### src/hw/sto_pkg.sv
// Package for the two-axis safe torque off logic unit.
// Assumes one 200 MHz clock and an APB register port with 32-bit data.
package sto_pkg;

	////////////////////////////////////////////////////////////////////////
	// Clock and timing.
	localparam int unsigned CLK_KHZ = 200_000;
	// Input filter time in microseconds.
	localparam int unsigned DEB_US = 1000;
	localparam int unsigned DEB_CYC = DEB_US * (CLK_KHZ / 1000);
	localparam int unsigned DEB_W = 18;
	// Selectable shut-off delays in milliseconds.
	localparam longint unsigned T1_MS = 1400;
	localparam longint unsigned T2_MS = 2800;
	localparam longint unsigned T3_MS = 5600;
	localparam longint unsigned T4_MS = 9800;
	localparam longint unsigned T5_MS = 30800;
	// Bound on the zero-delay response, in milliseconds.
	localparam longint unsigned RESP_MS = 10;
	localparam int unsigned DW = 33;
	localparam logic [DW-1:0] DLY1_CYC = DW'(T1_MS * CLK_KHZ);
	localparam logic [DW-1:0] DLY2_CYC = DW'(T2_MS * CLK_KHZ);
	localparam logic [DW-1:0] DLY3_CYC = DW'(T3_MS * CLK_KHZ);
	localparam logic [DW-1:0] DLY4_CYC = DW'(T4_MS * CLK_KHZ);
	localparam logic [DW-1:0] DLY5_CYC = DW'(T5_MS * CLK_KHZ);
	localparam logic [DW-1:0] DLY_ZERO = '0;

	////////////////////////////////////////////////////////////////////////
	// Delay switch layout: each switch carries one code per axis.
	localparam int unsigned SW_W = 6;
	localparam int unsigned SWA_LSB = 0;
	localparam int unsigned SWB_LSB = 3;
	localparam logic [2:0] DC_0 = 3'h0;
	localparam logic [2:0] DC_1 = 3'h1;
	localparam logic [2:0] DC_2 = 3'h2;
	localparam logic [2:0] DC_3 = 3'h3;
	localparam logic [2:0] DC_4 = 3'h4;
	localparam logic [2:0] DC_5 = 3'h5;

	////////////////////////////////////////////////////////////////////////
	// Register map, byte addresses.
	localparam int unsigned AW = 8;
	localparam logic [AW-1:0] REG_STAT = 8'h00;
	localparam logic [AW-1:0] REG_IRQ = 8'h04;
	localparam logic [AW-1:0] REG_MASK = 8'h08;
	localparam logic [AW-1:0] REG_CTRL = 8'h0c;
	localparam logic [31:0] RD_ZERO = 32'h0000_0000;
	// Status bits.
	localparam int unsigned ST_A_OFF = 0;
	localparam int unsigned ST_B_OFF = 1;
	localparam int unsigned ST_A_DLY = 2;
	localparam int unsigned ST_B_DLY = 3;
	localparam int unsigned ST_A_FB = 4;
	localparam int unsigned ST_B_FB = 5;
	localparam int unsigned ST_MATCH = 6;
	localparam int unsigned ST_BADSEL = 7;
	localparam int unsigned ST_W = 8;
	// Event bits of the interrupt status and mask registers.
	localparam int unsigned EV_A_OFF = 0;
	localparam int unsigned EV_B_OFF = 1;
	localparam int unsigned EV_A_REL = 2;
	localparam int unsigned EV_B_REL = 3;
	localparam int unsigned EV_MISM = 4;
	localparam int unsigned EV_W = 5;
	// Control bits.
	localparam int unsigned CT_A_REL = 0;
	localparam int unsigned CT_B_REL = 1;
	localparam int unsigned CT_A_OFF = 2;
	localparam int unsigned CT_B_OFF = 3;
	localparam int unsigned CT_W = 4;

	////////////////////////////////////////////////////////////////////////
	// Types.
	typedef enum logic [1:0] {ST_SHUT, ST_RUN, ST_DELAY} sto_state_t;
	// Filtered inputs of one axis; one means contact closed.
	typedef struct packed {
		logic sw1;
		logic sw2;
		logic rel;
		logic fb;
	} sto_axin_t;
	// State and events of one axis.
	typedef struct packed {
		logic off;
		logic dly;
		logic off_ev;
		logic rel_ev;
	} sto_axout_t;

endpackage

### src/hw/sto_axis.sv
// One axis of the safe torque off logic: shut-off state, delay, release.
// Assumes filtered inputs synchronous to pclk and a stable delay count.
`timescale 1ns/1ps
module sto_axis (
	// Clock and reset.
	input wire logic pclk,
	input wire logic presetn,
	// Filtered inputs and software shut-off request.
	input sto_pkg::sto_axin_t inp,
	input wire logic force_off,
	input wire logic [sto_pkg::DW-1:0] dly_cyc,
	// State and events.
	output sto_pkg::sto_axout_t outp
);
	import sto_pkg::*;

	sto_state_t st_r, st_nxt;
	logic [DW-1:0] cnt_r, cnt_nxt;
	logic rel_q_r;
	logic armed_r;
	logic demand;
	logic rel_fall;

	////////////////////////////////////////////////////////////////////////
	// Either opened switch contact demands shut-off.
	assign demand = ~inp.sw1 | ~inp.sw2 | force_off;
	// Release acts on connected-to-opened, and only after an arming press.
	assign rel_fall = armed_r & rel_q_r & ~inp.rel;

	// Next state; a started delay runs to shut-off even if demand clears.
	always_comb begin
		st_nxt = st_r;
		cnt_nxt = cnt_r;
		unique case (st_r)
			ST_SHUT: begin
				if (rel_fall && !demand) begin
					st_nxt = ST_RUN;
				end
			end
			ST_RUN: begin
				if (demand) begin
					if (dly_cyc == DLY_ZERO) begin
						st_nxt = ST_SHUT;
					end else begin
						st_nxt = ST_DELAY;
						cnt_nxt = dly_cyc - DW'(1);
					end
				end
			end
			ST_DELAY: begin
				if (cnt_r == DLY_ZERO) begin
					st_nxt = ST_SHUT;
				end else begin
					cnt_nxt = cnt_r - DW'(1);
				end
			end
		endcase
	end

	// Power-up lands in shut-off, disarmed.
	always_ff @(posedge pclk or negedge presetn) begin
		if (!presetn) begin
			st_r <= ST_SHUT;
			cnt_r <= DLY_ZERO;
			rel_q_r <= 1'b0;
			armed_r <= 1'b0;
		end else begin
			st_r <= st_nxt;
			cnt_r <= cnt_nxt;
			rel_q_r <= inp.rel;
			armed_r <= (st_r == ST_SHUT) & (armed_r | inp.rel);
		end
	end

	////////////////////////////////////////////////////////////////////////
	// Outputs stay closed through the delay and open only in shut-off.
	assign outp.off = (st_r == ST_SHUT);
	assign outp.dly = (st_r == ST_DELAY);
	assign outp.off_ev = (st_r != ST_SHUT) & (st_nxt == ST_SHUT);
	assign outp.rel_ev = (st_r == ST_SHUT) & (st_nxt == ST_RUN);

endmodule

### src/hw/sto_top.sv
// Two-axis safe torque off logic unit with an APB register port.
// Assumes the APB pins synchronous to pclk; one means a closed contact.
//
// Operation
// - Shut-off state opens both shut-off outputs.
// - Outputs close only while axis is driving.
// - Both redundant outputs always carry one value.
// - Monitor outputs follow the axis shut-off state.
// - Either opened switch input demands shut-off.
// - Axis A releases on connected-then-opened release.
// - Axis B has its own release input.
// - Drive feedback: open shut-off, closed driving.
// - Feedback monitor output mirrors the feedback input.
// - Two switch settings select the shut-off delay.
// - Delay choices per axis; B lacks 5.6 s.
// - Zero delay opens outputs within 10 ms.
// - Report and flag delay switch mismatch.
// - Axes run fully independently; a delay switch mismatch on either axis zeroes the delay of both.
//
// Implementation choices: the APB register port and the register addresses.
`timescale 1ns/1ps
module sto_top #(
	parameter logic [sto_pkg::DEB_W-1:0] P_DEB_CYC =
		sto_pkg::DEB_W'(sto_pkg::DEB_CYC),
	parameter logic [sto_pkg::DW-1:0] P_DLY1 = sto_pkg::DLY1_CYC,
	parameter logic [sto_pkg::DW-1:0] P_DLY2 = sto_pkg::DLY2_CYC,
	parameter logic [sto_pkg::DW-1:0] P_DLY3 = sto_pkg::DLY3_CYC,
	parameter logic [sto_pkg::DW-1:0] P_DLY4 = sto_pkg::DLY4_CYC,
	parameter logic [sto_pkg::DW-1:0] P_DLY5 = sto_pkg::DLY5_CYC
) (
	// Clock and reset.
	input wire logic pclk,
	input wire logic presetn,
	// APB slave.
	input wire logic psel,
	input wire logic penable,
	input wire logic pwrite,
	input wire logic [sto_pkg::AW-1:0] paddr,
	input wire logic [31:0] pwdata,
	output logic [31:0] prdata,
	output logic pready,
	output logic pslverr,
	// Interrupt.
	output logic irq,
	// Axis A pins.
	input wire logic axis_a_switch_in_1,
	input wire logic axis_a_switch_in_2,
	input wire logic axis_a_release_in,
	input wire logic axis_a_drive_feedback,
	input wire logic axis_a_drive_feedback_ret,
	output logic axis_a_shutoff_out_1,
	output logic axis_a_shutoff_out_2,
	output logic axis_a_monitor_out_1,
	output logic axis_a_monitor_out_2,
	output logic axis_a_feedback_monitor,
	// Axis B pins.
	input wire logic axis_b_switch_in_1,
	input wire logic axis_b_switch_in_2,
	input wire logic axis_b_release_in,
	input wire logic axis_b_drive_feedback,
	input wire logic axis_b_drive_feedback_ret,
	output logic axis_b_shutoff_out_1,
	output logic axis_b_shutoff_out_2,
	output logic axis_b_monitor_out_1,
	output logic axis_b_monitor_out_2,
	output logic axis_b_feedback_monitor,
	// Delay selection switches.
	input wire logic [sto_pkg::SW_W-1:0] delay_select_switch_1,
	input wire logic [sto_pkg::SW_W-1:0] delay_select_switch_2
);
	import sto_pkg::*;

	localparam int unsigned NF = 10;
	localparam int unsigned NS = NF + 2 * SW_W;

	////////////////////////////////////////////////////////////////////////
	// Delay code decode, shared by both axes: {illegal, cycles}.
	function automatic logic [DW:0] dly_decode(input logic [2:0] code,
			input logic axis_b);
		logic [DW:0] r;
		r = {1'b0, DLY_ZERO};
		unique case (code)
			DC_0: r = {1'b0, DLY_ZERO};
			DC_1: r = {1'b0, P_DLY1};
			DC_2: r = {1'b0, P_DLY2};
			DC_3: r = {axis_b, axis_b ? DLY_ZERO : P_DLY3};
			DC_4: r = {1'b0, P_DLY4};
			DC_5: r = {1'b0, P_DLY5};
			default: r = {1'b1, DLY_ZERO};
		endcase
		return r;
	endfunction

	////////////////////////////////////////////////////////////////////////
	// Two-flop synchronisers for every contact and switch pin; the first stage feeds only
	// the second.
	logic [NS-1:0] raw;
	logic [NS-1:0] s1_r;
	logic [NS-1:0] s2_r;

	assign raw = {delay_select_switch_2, delay_select_switch_1,
		axis_b_drive_feedback_ret, axis_b_drive_feedback,
		axis_b_release_in, axis_b_switch_in_2, axis_b_switch_in_1,
		axis_a_drive_feedback_ret, axis_a_drive_feedback,
		axis_a_release_in, axis_a_switch_in_2, axis_a_switch_in_1};

	always_ff @(posedge pclk or negedge presetn) begin
		if (!presetn) begin
			s1_r <= '0;
			s2_r <= '0;
		end else begin
			s1_r <= raw;
			s2_r <= s1_r;
		end
	end

	////////////////////////////////////////////////////////////////////////
	// Contact filter: a new level is taken only once it has held for the
	// filter time. Reset value reads as all contacts open, so no axis can
	// leave shut-off before the inputs have really been seen.
	logic [NF-1:0] flt_r;
	logic [DEB_W-1:0] deb_r [NF];

	for (genvar i = 0; i < NF; i++) begin : g_deb
		logic diff;
		logic done;
		assign diff = s2_r[i] ^ flt_r[i];
		assign done = (deb_r[i] >= P_DEB_CYC - DEB_W'(1));
		always_ff @(posedge pclk or negedge presetn) begin
			if (!presetn) begin
				deb_r[i] <= '0;
				flt_r[i] <= 1'b0;
			end else begin
				deb_r[i] <= (diff && !done) ? deb_r[i] + DEB_W'(1) : '0;
				flt_r[i] <= (diff && done) ? s2_r[i] : flt_r[i];
			end
		end
	end

	////////////////////////////////////////////////////////////////////////
	// Delay switches need no filter: they are set with power off and
	// only compared. A mismatch or a code an axis lacks falls back to
	// zero delay, the safe side.
	logic [SW_W-1:0] sw1;
	logic [SW_W-1:0] sw2;
	logic sw_match;
	logic [DW:0] dec_a;
	logic [DW:0] dec_b;
	logic bad_sel;
	logic [DW-1:0] dly_a;
	logic [DW-1:0] dly_b;

	assign sw1 = s2_r[NF +: SW_W];
	assign sw2 = s2_r[NF + SW_W +: SW_W];
	assign sw_match = (sw1 == sw2);
	assign dec_a = dly_decode(sw1[SWA_LSB +: 3], 1'b0);
	assign dec_b = dly_decode(sw1[SWB_LSB +: 3], 1'b1);
	assign bad_sel = dec_a[DW] | dec_b[DW];
	assign dly_a = (sw_match && !dec_a[DW]) ? dec_a[DW-1:0] : DLY_ZERO;
	assign dly_b = (sw_match && !dec_b[DW]) ? dec_b[DW-1:0] : DLY_ZERO;

	////////////////////////////////////////////////////////////////////////
	// Register state.
	logic [CT_W-1:0] ctrl_r;
	logic [EV_W-1:0] irq_stat_r;
	logic [EV_W-1:0] irq_mask_r;
	logic match_q_r;

	////////////////////////////////////////////////////////////////////////
	// Axis inputs; the software release bit is or-ed with the pin, so the
	// same press-then-let-go sequence applies to both sources.
	sto_axin_t in_a;
	sto_axin_t in_b;
	sto_axout_t out_a;
	sto_axout_t out_b;

	assign in_a.sw1 = flt_r[0];
	assign in_a.sw2 = flt_r[1];
	assign in_a.rel = flt_r[2] | ctrl_r[CT_A_REL];
	assign in_a.fb = flt_r[3] & flt_r[4];
	assign in_b.sw1 = flt_r[5];
	assign in_b.sw2 = flt_r[6];
	assign in_b.rel = flt_r[7] | ctrl_r[CT_B_REL];
	assign in_b.fb = flt_r[8] & flt_r[9];

	// Each axis owns its inputs and its delay code; the switch match covers both codes, so either mismatch zeroes both delays.
	sto_axis u_axis_a (
		.pclk(pclk),
		.presetn(presetn),
		.inp(in_a),
		.force_off(ctrl_r[CT_A_OFF]),
		.dly_cyc(dly_a),
		.outp(out_a)
	);

	sto_axis u_axis_b (
		.pclk(pclk),
		.presetn(presetn),
		.inp(in_b),
		.force_off(ctrl_r[CT_B_OFF]),
		.dly_cyc(dly_b),
		.outp(out_b)
	);

	////////////////////////////////////////////////////////////////////////
	// Pin outputs, one flop per axis feeding both redundant contacts so the
	// pair can never disagree.
	logic clo_a_r;
	logic clo_b_r;
	logic fbm_a_r;
	logic fbm_b_r;

	always_ff @(posedge pclk or negedge presetn) begin
		if (!presetn) begin
			clo_a_r <= 1'b0;
			clo_b_r <= 1'b0;
			fbm_a_r <= 1'b0;
			fbm_b_r <= 1'b0;
		end else begin
			clo_a_r <= ~out_a.off;
			clo_b_r <= ~out_b.off;
			fbm_a_r <= in_a.fb;
			fbm_b_r <= in_b.fb;
		end
	end

	assign axis_a_shutoff_out_1 = clo_a_r;
	assign axis_a_shutoff_out_2 = clo_a_r;
	assign axis_a_monitor_out_1 = clo_a_r;
	assign axis_a_monitor_out_2 = clo_a_r;
	assign axis_b_shutoff_out_1 = clo_b_r;
	assign axis_b_shutoff_out_2 = clo_b_r;
	assign axis_b_monitor_out_1 = clo_b_r;
	assign axis_b_monitor_out_2 = clo_b_r;
	assign axis_a_feedback_monitor = fbm_a_r;
	assign axis_b_feedback_monitor = fbm_b_r;

	////////////////////////////////////////////////////////////////////////
	// APB decode. Every access gets one wait-free access cycle: the answer
	// is prepared in the setup cycle and registered.
	logic setup;
	logic wr_en;
	logic hit_stat;
	logic hit_irq;
	logic hit_mask;
	logic hit_ctrl;
	logic mapped;
	logic [31:0] status_w;
	logic [31:0] rd_mux;

	assign setup = psel & ~penable;
	assign wr_en = psel & penable & pwrite & pready & ~pslverr;
	assign hit_stat = (paddr == REG_STAT);
	assign hit_irq = (paddr == REG_IRQ);
	assign hit_mask = (paddr == REG_MASK);
	assign hit_ctrl = (paddr == REG_CTRL);
	assign mapped = hit_stat | hit_irq | hit_mask | hit_ctrl;

	// Live status word.
	always_comb begin
		status_w = RD_ZERO;
		status_w[ST_A_OFF] = out_a.off;
		status_w[ST_B_OFF] = out_b.off;
		status_w[ST_A_DLY] = out_a.dly;
		status_w[ST_B_DLY] = out_b.dly;
		status_w[ST_A_FB] = in_a.fb;
		status_w[ST_B_FB] = in_b.fb;
		status_w[ST_MATCH] = sw_match;
		status_w[ST_BADSEL] = bad_sel;
	end

	assign rd_mux = hit_stat ? status_w :
		hit_irq ? {{(32 - EV_W){1'b0}}, irq_stat_r} :
		hit_mask ? {{(32 - EV_W){1'b0}}, irq_mask_r} :
		hit_ctrl ? {{(32 - CT_W){1'b0}}, ctrl_r} : RD_ZERO;

	logic [31:0] prdata_r;
	logic pready_r;
	logic pslverr_r;

	always_ff @(posedge pclk or negedge presetn) begin
		if (!presetn) begin
			prdata_r <= RD_ZERO;
			pready_r <= 1'b0;
			pslverr_r <= 1'b0;
		end else begin
			prdata_r <= (setup && !pwrite) ? rd_mux : RD_ZERO;
			pready_r <= setup;
			pslverr_r <= setup & ~mapped;
		end
	end

	assign prdata = prdata_r;
	assign pready = pready_r;
	assign pslverr = pslverr_r;

	////////////////////////////////////////////////////////////////////////
	// Events and writable registers. A new event wins over a write-one
	// clear in the same cycle, so nothing is lost.
	logic [EV_W-1:0] ev;
	logic [EV_W-1:0] w1c;
	logic [EV_W-1:0] irq_stat_nxt;
	logic irq_r;

	assign ev = {match_q_r & ~sw_match, out_b.rel_ev, out_a.rel_ev,
		out_b.off_ev, out_a.off_ev};
	assign w1c = (wr_en && hit_irq) ? pwdata[EV_W-1:0] : '0;
	assign irq_stat_nxt = (irq_stat_r & ~w1c) | ev;

	always_ff @(posedge pclk or negedge presetn) begin
		if (!presetn) begin
			ctrl_r <= '0;
			irq_mask_r <= '0;
			irq_stat_r <= '0;
			match_q_r <= 1'b1;
			irq_r <= 1'b0;
		end else begin
			ctrl_r <= (wr_en && hit_ctrl) ? pwdata[CT_W-1:0] : ctrl_r;
			irq_mask_r <= (wr_en && hit_mask) ? pwdata[EV_W-1:0] : irq_mask_r;
			irq_stat_r <= irq_stat_nxt;
			match_q_r <= sw_match;
			irq_r <= |(irq_stat_nxt & irq_mask_r);
		end
	end

	assign irq = irq_r;

endmodule
### config.mk
export PLATFORM = sky130hd
export DESIGN_NAME = sto_top
export DESIGN_NICKNAME = d
export VERILOG_FILES = /design/src/hw/sto_pkg.sv /design/src/hw/sto_axis.sv /design/src/hw/sto_top.sv
export SDC_FILE = /design/constraint.sdc
export NUM_CORES = 1
export LEC_CHECK = 0
export ABC_AREA = 1
export BUFFER_PORTS_ARGS = -buffer_cell sky130_fd_sc_hd__buf_2
export CAP_MARGIN = 20
export CORE_MARGIN = 1
export CORE_UTILIZATION = 40
export CTS_CLUSTER_DIAMETER = 30
export DETAILED_ROUTE_END_ITERATION = 7
export HOLD_SLACK_MARGIN = 0.05
export PLACE_DENSITY = 0.64
export REMOVE_ABC_BUFFERS = 1
export SYNTH_ARGS = -nofsm -noshare
export SYNTH_HDL_FRONTEND = slang
export SYNTH_SLANG_ARGS = --single-unit
### constraint.sdc
create_clock -name pclk -period 7.9 [get_ports pclk]
set_input_delay 0.395 -clock pclk [delete_from_list [all_inputs] [get_ports pclk]]
set_output_delay 0.395 -clock pclk [all_outputs]
set_load 0.005 [all_outputs]
==> Flow_metrics.wiki <==
{| class="wikitable"
! Metric !! Value
|-
| Number of enable-type register cells in the synthesized netlist || 0
|-
| Via count of the first global-routing pass || between 10000 and 15000
|-
| Data required time of the worst path || roughly 8.4 ns
|-
| Vias post-DR || roughly 14000
|-
| Internal power component || 4400 uW
|-
| Total of buffers placed on input and output ports || 60
|-
| Number of standard cells after synthesis || 2186
|-
| Synthesis-to-layout area growth || 23.6%
|-
| Status || completed
|-
| Combinational Power Share || 3.0%
|-
| Hold WC Path Type || primary input to flip-flop
|-
| Count of buffer and inverter cells on the critical path || 4
|-
| Cell at the slowest stage of the critical path || inv_2
|-
| Post-Syn Area || ~0.017 mm2
|-
| Most used standard cells in the synthesized netlist || 539 x nand2_1, 361 x nor2_1, 337 x dfrtp_1
|-
| Average via count per standard cell || between 4 and 5
|-
| Sequential cell area fraction in the yosys report || 49.0%
|-
| Top cell family by delay on the critical path || buffers and inverters
|-
| Pwr per Cell Area || between 200 and 300 mW/mm2
|-
| Clock share of power || between 60 and 70%
|-
| Number of top-level pins || between 100 and 150
|-
| Proportion of register bits with asynchronous set or reset after synthesis || 100%
|-
| Root Driver || clkbuf_16
|-
| Grt ovf || 0
|-
| CTS tree || done
|-
| Primary FF master, synth || dfrtp_1
|-
| Number of cells after detailed placement || 2750
|-
| Placeable core region || roughly 0.042 mm2
|-
| Clock slew at the register clock pins of the worst setup and hold paths || 0.05 ns
|-
| Share of cells above drive strength 1 || 11.1%
|-
| Non-filler instance count after layout || 2931
|-
| Final Slew Violations || 0
|-
| Series of cell instances along the critical path || inv_1 > ha_1 > buf_4 > inv_1 > o21ai_2 > nand2_2 > inv_2 > nand3_1 > or2_1 > o21bai_1 > nand2_1
|-
| DIE AREA || roughly 0.044 mm2
|-
| Clock buffers created by TritonCTS || between 80 and 90
|-
| CTS sink cnt || 338
|-
| Most Frequent Cell on Critical Path || inv_1
|-
| Fin crit period || between 3 and 4 ns
|-
| RSZ-0062 raised after global routing || false
|-
| Clk_lat worst skew || around 0.6 ns
|-
| Top-area cell type share of the netlist area || 48.9%
|-
| Final cycle utilization of the critical path || 41.2%
|-
| Sequential cell fraction of total power || between 30% and 40%
|-
| Transition time at the pin with the least slew margin || about 0.96 ns
|-
| Highest clock rate || between 300 and 400 MHz
|-
| H-Tree Level Count || 3
|-
| Largest area contributor in the netlist || dfrtp_1
|-
| Average wire per cell in the routed design || about 13 um
|-
| Sum Neg Setup Slack || 0 ns
|-
| Placer Congestion || 0.894
|-
| Total wire length after detailed routing || 38.2 mm
|-
| Std cell rows || 75
|-
| Worst slack at placement || ~4.7 ns
|-
| Highest net fanout along the worst path || 40
|-
| Maximum number of pins on one net before global-route repair || 152
|-
| Post-CTS setup buffers || 0
|-
| Classification of the worst setup path || flip-flop to flip-flop
|-
| Proportion of total power due to net switching || 21.8%
|-
| Die extent in y || roughly 210 um
|-
| Mean post-synth cell area || 7.90 um2
|-
| Antenna violations before repair || 0
|-
| Number of routed nets with antenna violations || 0
|-
| Final setup skew || 0.0238 ns
|-
| Total number of nets in the final design || 2407
|-
| Switching power of the nets || about 1200 uW
|-
| Remaining design rule violation count || 0
|-
| Largest buffer count on any clock path || 3
|-
| Largest cells by area after synthesis || dfrtp_1 49%, nand2_1 12%, nor2_1 7.9%, inv_1 5.8%, nand3_1 4.1%
|-
| Setup violators final || 0
|-
| Global routing usage summed across all routing layers || between 10% and 20%
|-
| Initial drt markers || 988
|-
| HPWL after detailed placement || 25.8 mm
|-
| Number of fill cells || a little under 4000
|-
| Crit path setup slack, layout || around 4.6 ns
|-
| Worst voltage drop across the vdd grid || roughly 0.15 mV
|-
| Die W || 210 um
|-
| Wire length of the first global-routing pass || approximately 66 mm
|-
| Worst slew margin relative to its limit || 36.0%
|-
| Number of distinct standard cells referenced by the synthesized netlist || between 50 and 60
|-
| Drt pass-1 iters || 6
|-
| Most repeated cell in the gate-level netlist after synthesis || nand2_1
|-
| Final number of hold-violating endpoints || 0
|-
| Data arrival time at the worst-slack endpoint || about 3.7 ns
|-
| Largest stage delay, worst path || ~0.6 ns
|-
| Flop and latch count out of synthesis || around 340
|-
| Max-cap violation count || 0
|-
| Capturing element type of the critical path || flip-flop
|-
| Synth warnings || 0
|-
| Initial core utilization || around two fifths
|-
| Kind of launch point of the worst setup path || flip-flop
|-
| LEAKAGE || 0.0105 uW
|}
## path summary, 6_finish.rpt
kind	from	slack, ns	end	cells past startpoint
max	u_axis_a.st_r[0]	4.64	u_axis_a.cnt_r[31]	11
min	pwdata[1]	0.13	irq_mask_r[1]	3
max reg2reg	u_axis_a.st_r[0]	4.64	u_axis_a.cnt_r[31]	11
min reg2reg	s1_r[13]	0.34	s2_r[13]	0
max in group asynchronous	presetn	5.89	pslverr	3
min in group asynchronous	presetn	0.45	deb_r[168]	2
## per-layer routing
metal / vias up / wire length [um] / track usage (%)
li1: 7188 / - / -
met1: 6763 / 17400 / 23.0
met2: 288 / 17800 / 29.9
met3: 105 / 1670 / 3.92
met4: 0 / 1350 / 8.28
met5: - / 0 / 0
## sequential cells by signal, summed over array words and instances (netlist names), 2 cells and up
register        cells
s2_r               22
u_axis_a.st_r       2
irq_mask_r          5
u_axis_b.st_r       2
s1_r               22
irq_stat_r          5
flt_r              10
prdata              8
u_axis_b.cnt_r     33
ctrl_r              4
deb_r             180
u_axis_a.cnt_r     33
## stage by stage
step | hold WS, ns | power (uW) | util (%) | cell area (um2)
detailed placement | 0.335 | 1970 | 42.6 | 18000
finish | 0.127 | 5630 | 50.5 | 21300
global route | 0.135 | 5820 | 50.5 | 21300
global placement | 0.338 | 1970 | 42.6 | 18000
floorplan | 0.0994 | 1890 | - | 17000
CTS | 0.114 | 5700 | 50.5 | 21300
## cell families (layout without fill, tap and decap cells)
| family | Yosys count | in the layout | share of synthesized area, % |
|---|---|---|---|
| simple gates | 1192 | 1192 | 29.4 |
| flops | 338 | 338 | 49.0 |
| buf+inv | 337 | 519 | 8.16 |
| compound gates | 185 | 185 | 6.15 |
| xor+xnor | 106 | 106 | 5.38 |
| fa+ha+maj | 18 | 18 | 1.30 |
| mux | 9 | 9 | 0.587 |
| other cells | 1 | 25 | 0.0217 |
## worst register-to-register path, delay by kind of cell, from the launching register on
kind	cells	cell delay, ns
AND/OR/NAND/NOR	4	0.85
adder cells (fa/ha/maj)	1	0.15
flip-flops	1	0.37
AO/OA/AOI/OAI	2	0.35
buffers and inverters	4	1.43
## final cells by class
| cell class | count | area (um2) | share of cell area, % |
|---|---|---|---|
| clock buffers | 103 | 2280 | 10.7 |
| well taps | 539 | 674 | 3.16 |
| diodes | 1 | 2.50 | 0.0117 |
| inverters | 274 | 1030 | 4.82 |
| repair buffers | 90 | 614 | 2.88 |
| flip-flops and latches | 338 | 8460 | 39.6 |
| multi-input cells | 1534 | 7480 | 35.1 |
| clock inverters | 52 | 796 | 3.73 |
## power by group through the flow
stage	Sequential, uW	Combinational [uW]	Clock (uW)
final	1780	171	3680
after floorplan	1800	90.8	0
after global routing	1780	200	3840
after CTS	1780	175	3740
after global placement	1810	161	0
after detailed placement	1810	164	0
## timing repair
item / CTS / global route
hold endpoints to repair: 133 / 0
hold buffers: 25 / 0
gates resized for setup: 0 / 0
## cells in the final DEF (no fill, tap or decap), drive strengths merged, types with 16 or more instances in the layout
| cell type | n |
|---|---|
| dlygate4sd3 | 25 |
| dfrtp | 337 |
| conb | 24 |
| ha | 18 |
| clkinv | 16 |
| nand2 | 543 |
| nand4 | 29 |
| bufinv | 16 |
| a31oi | 23 |
| buf | 65 |
| o21ai | 70 |
| nor2 | 374 |
| nand3 | 146 |
| xor2 | 59 |
| nor3 | 57 |
| inv | 283 |
| clkbuf | 103 |
| a21oi | 60 |
| nor4 | 17 |
| xnor2 | 47 |
Note: power is estimated with default switching activity, not from simulation.
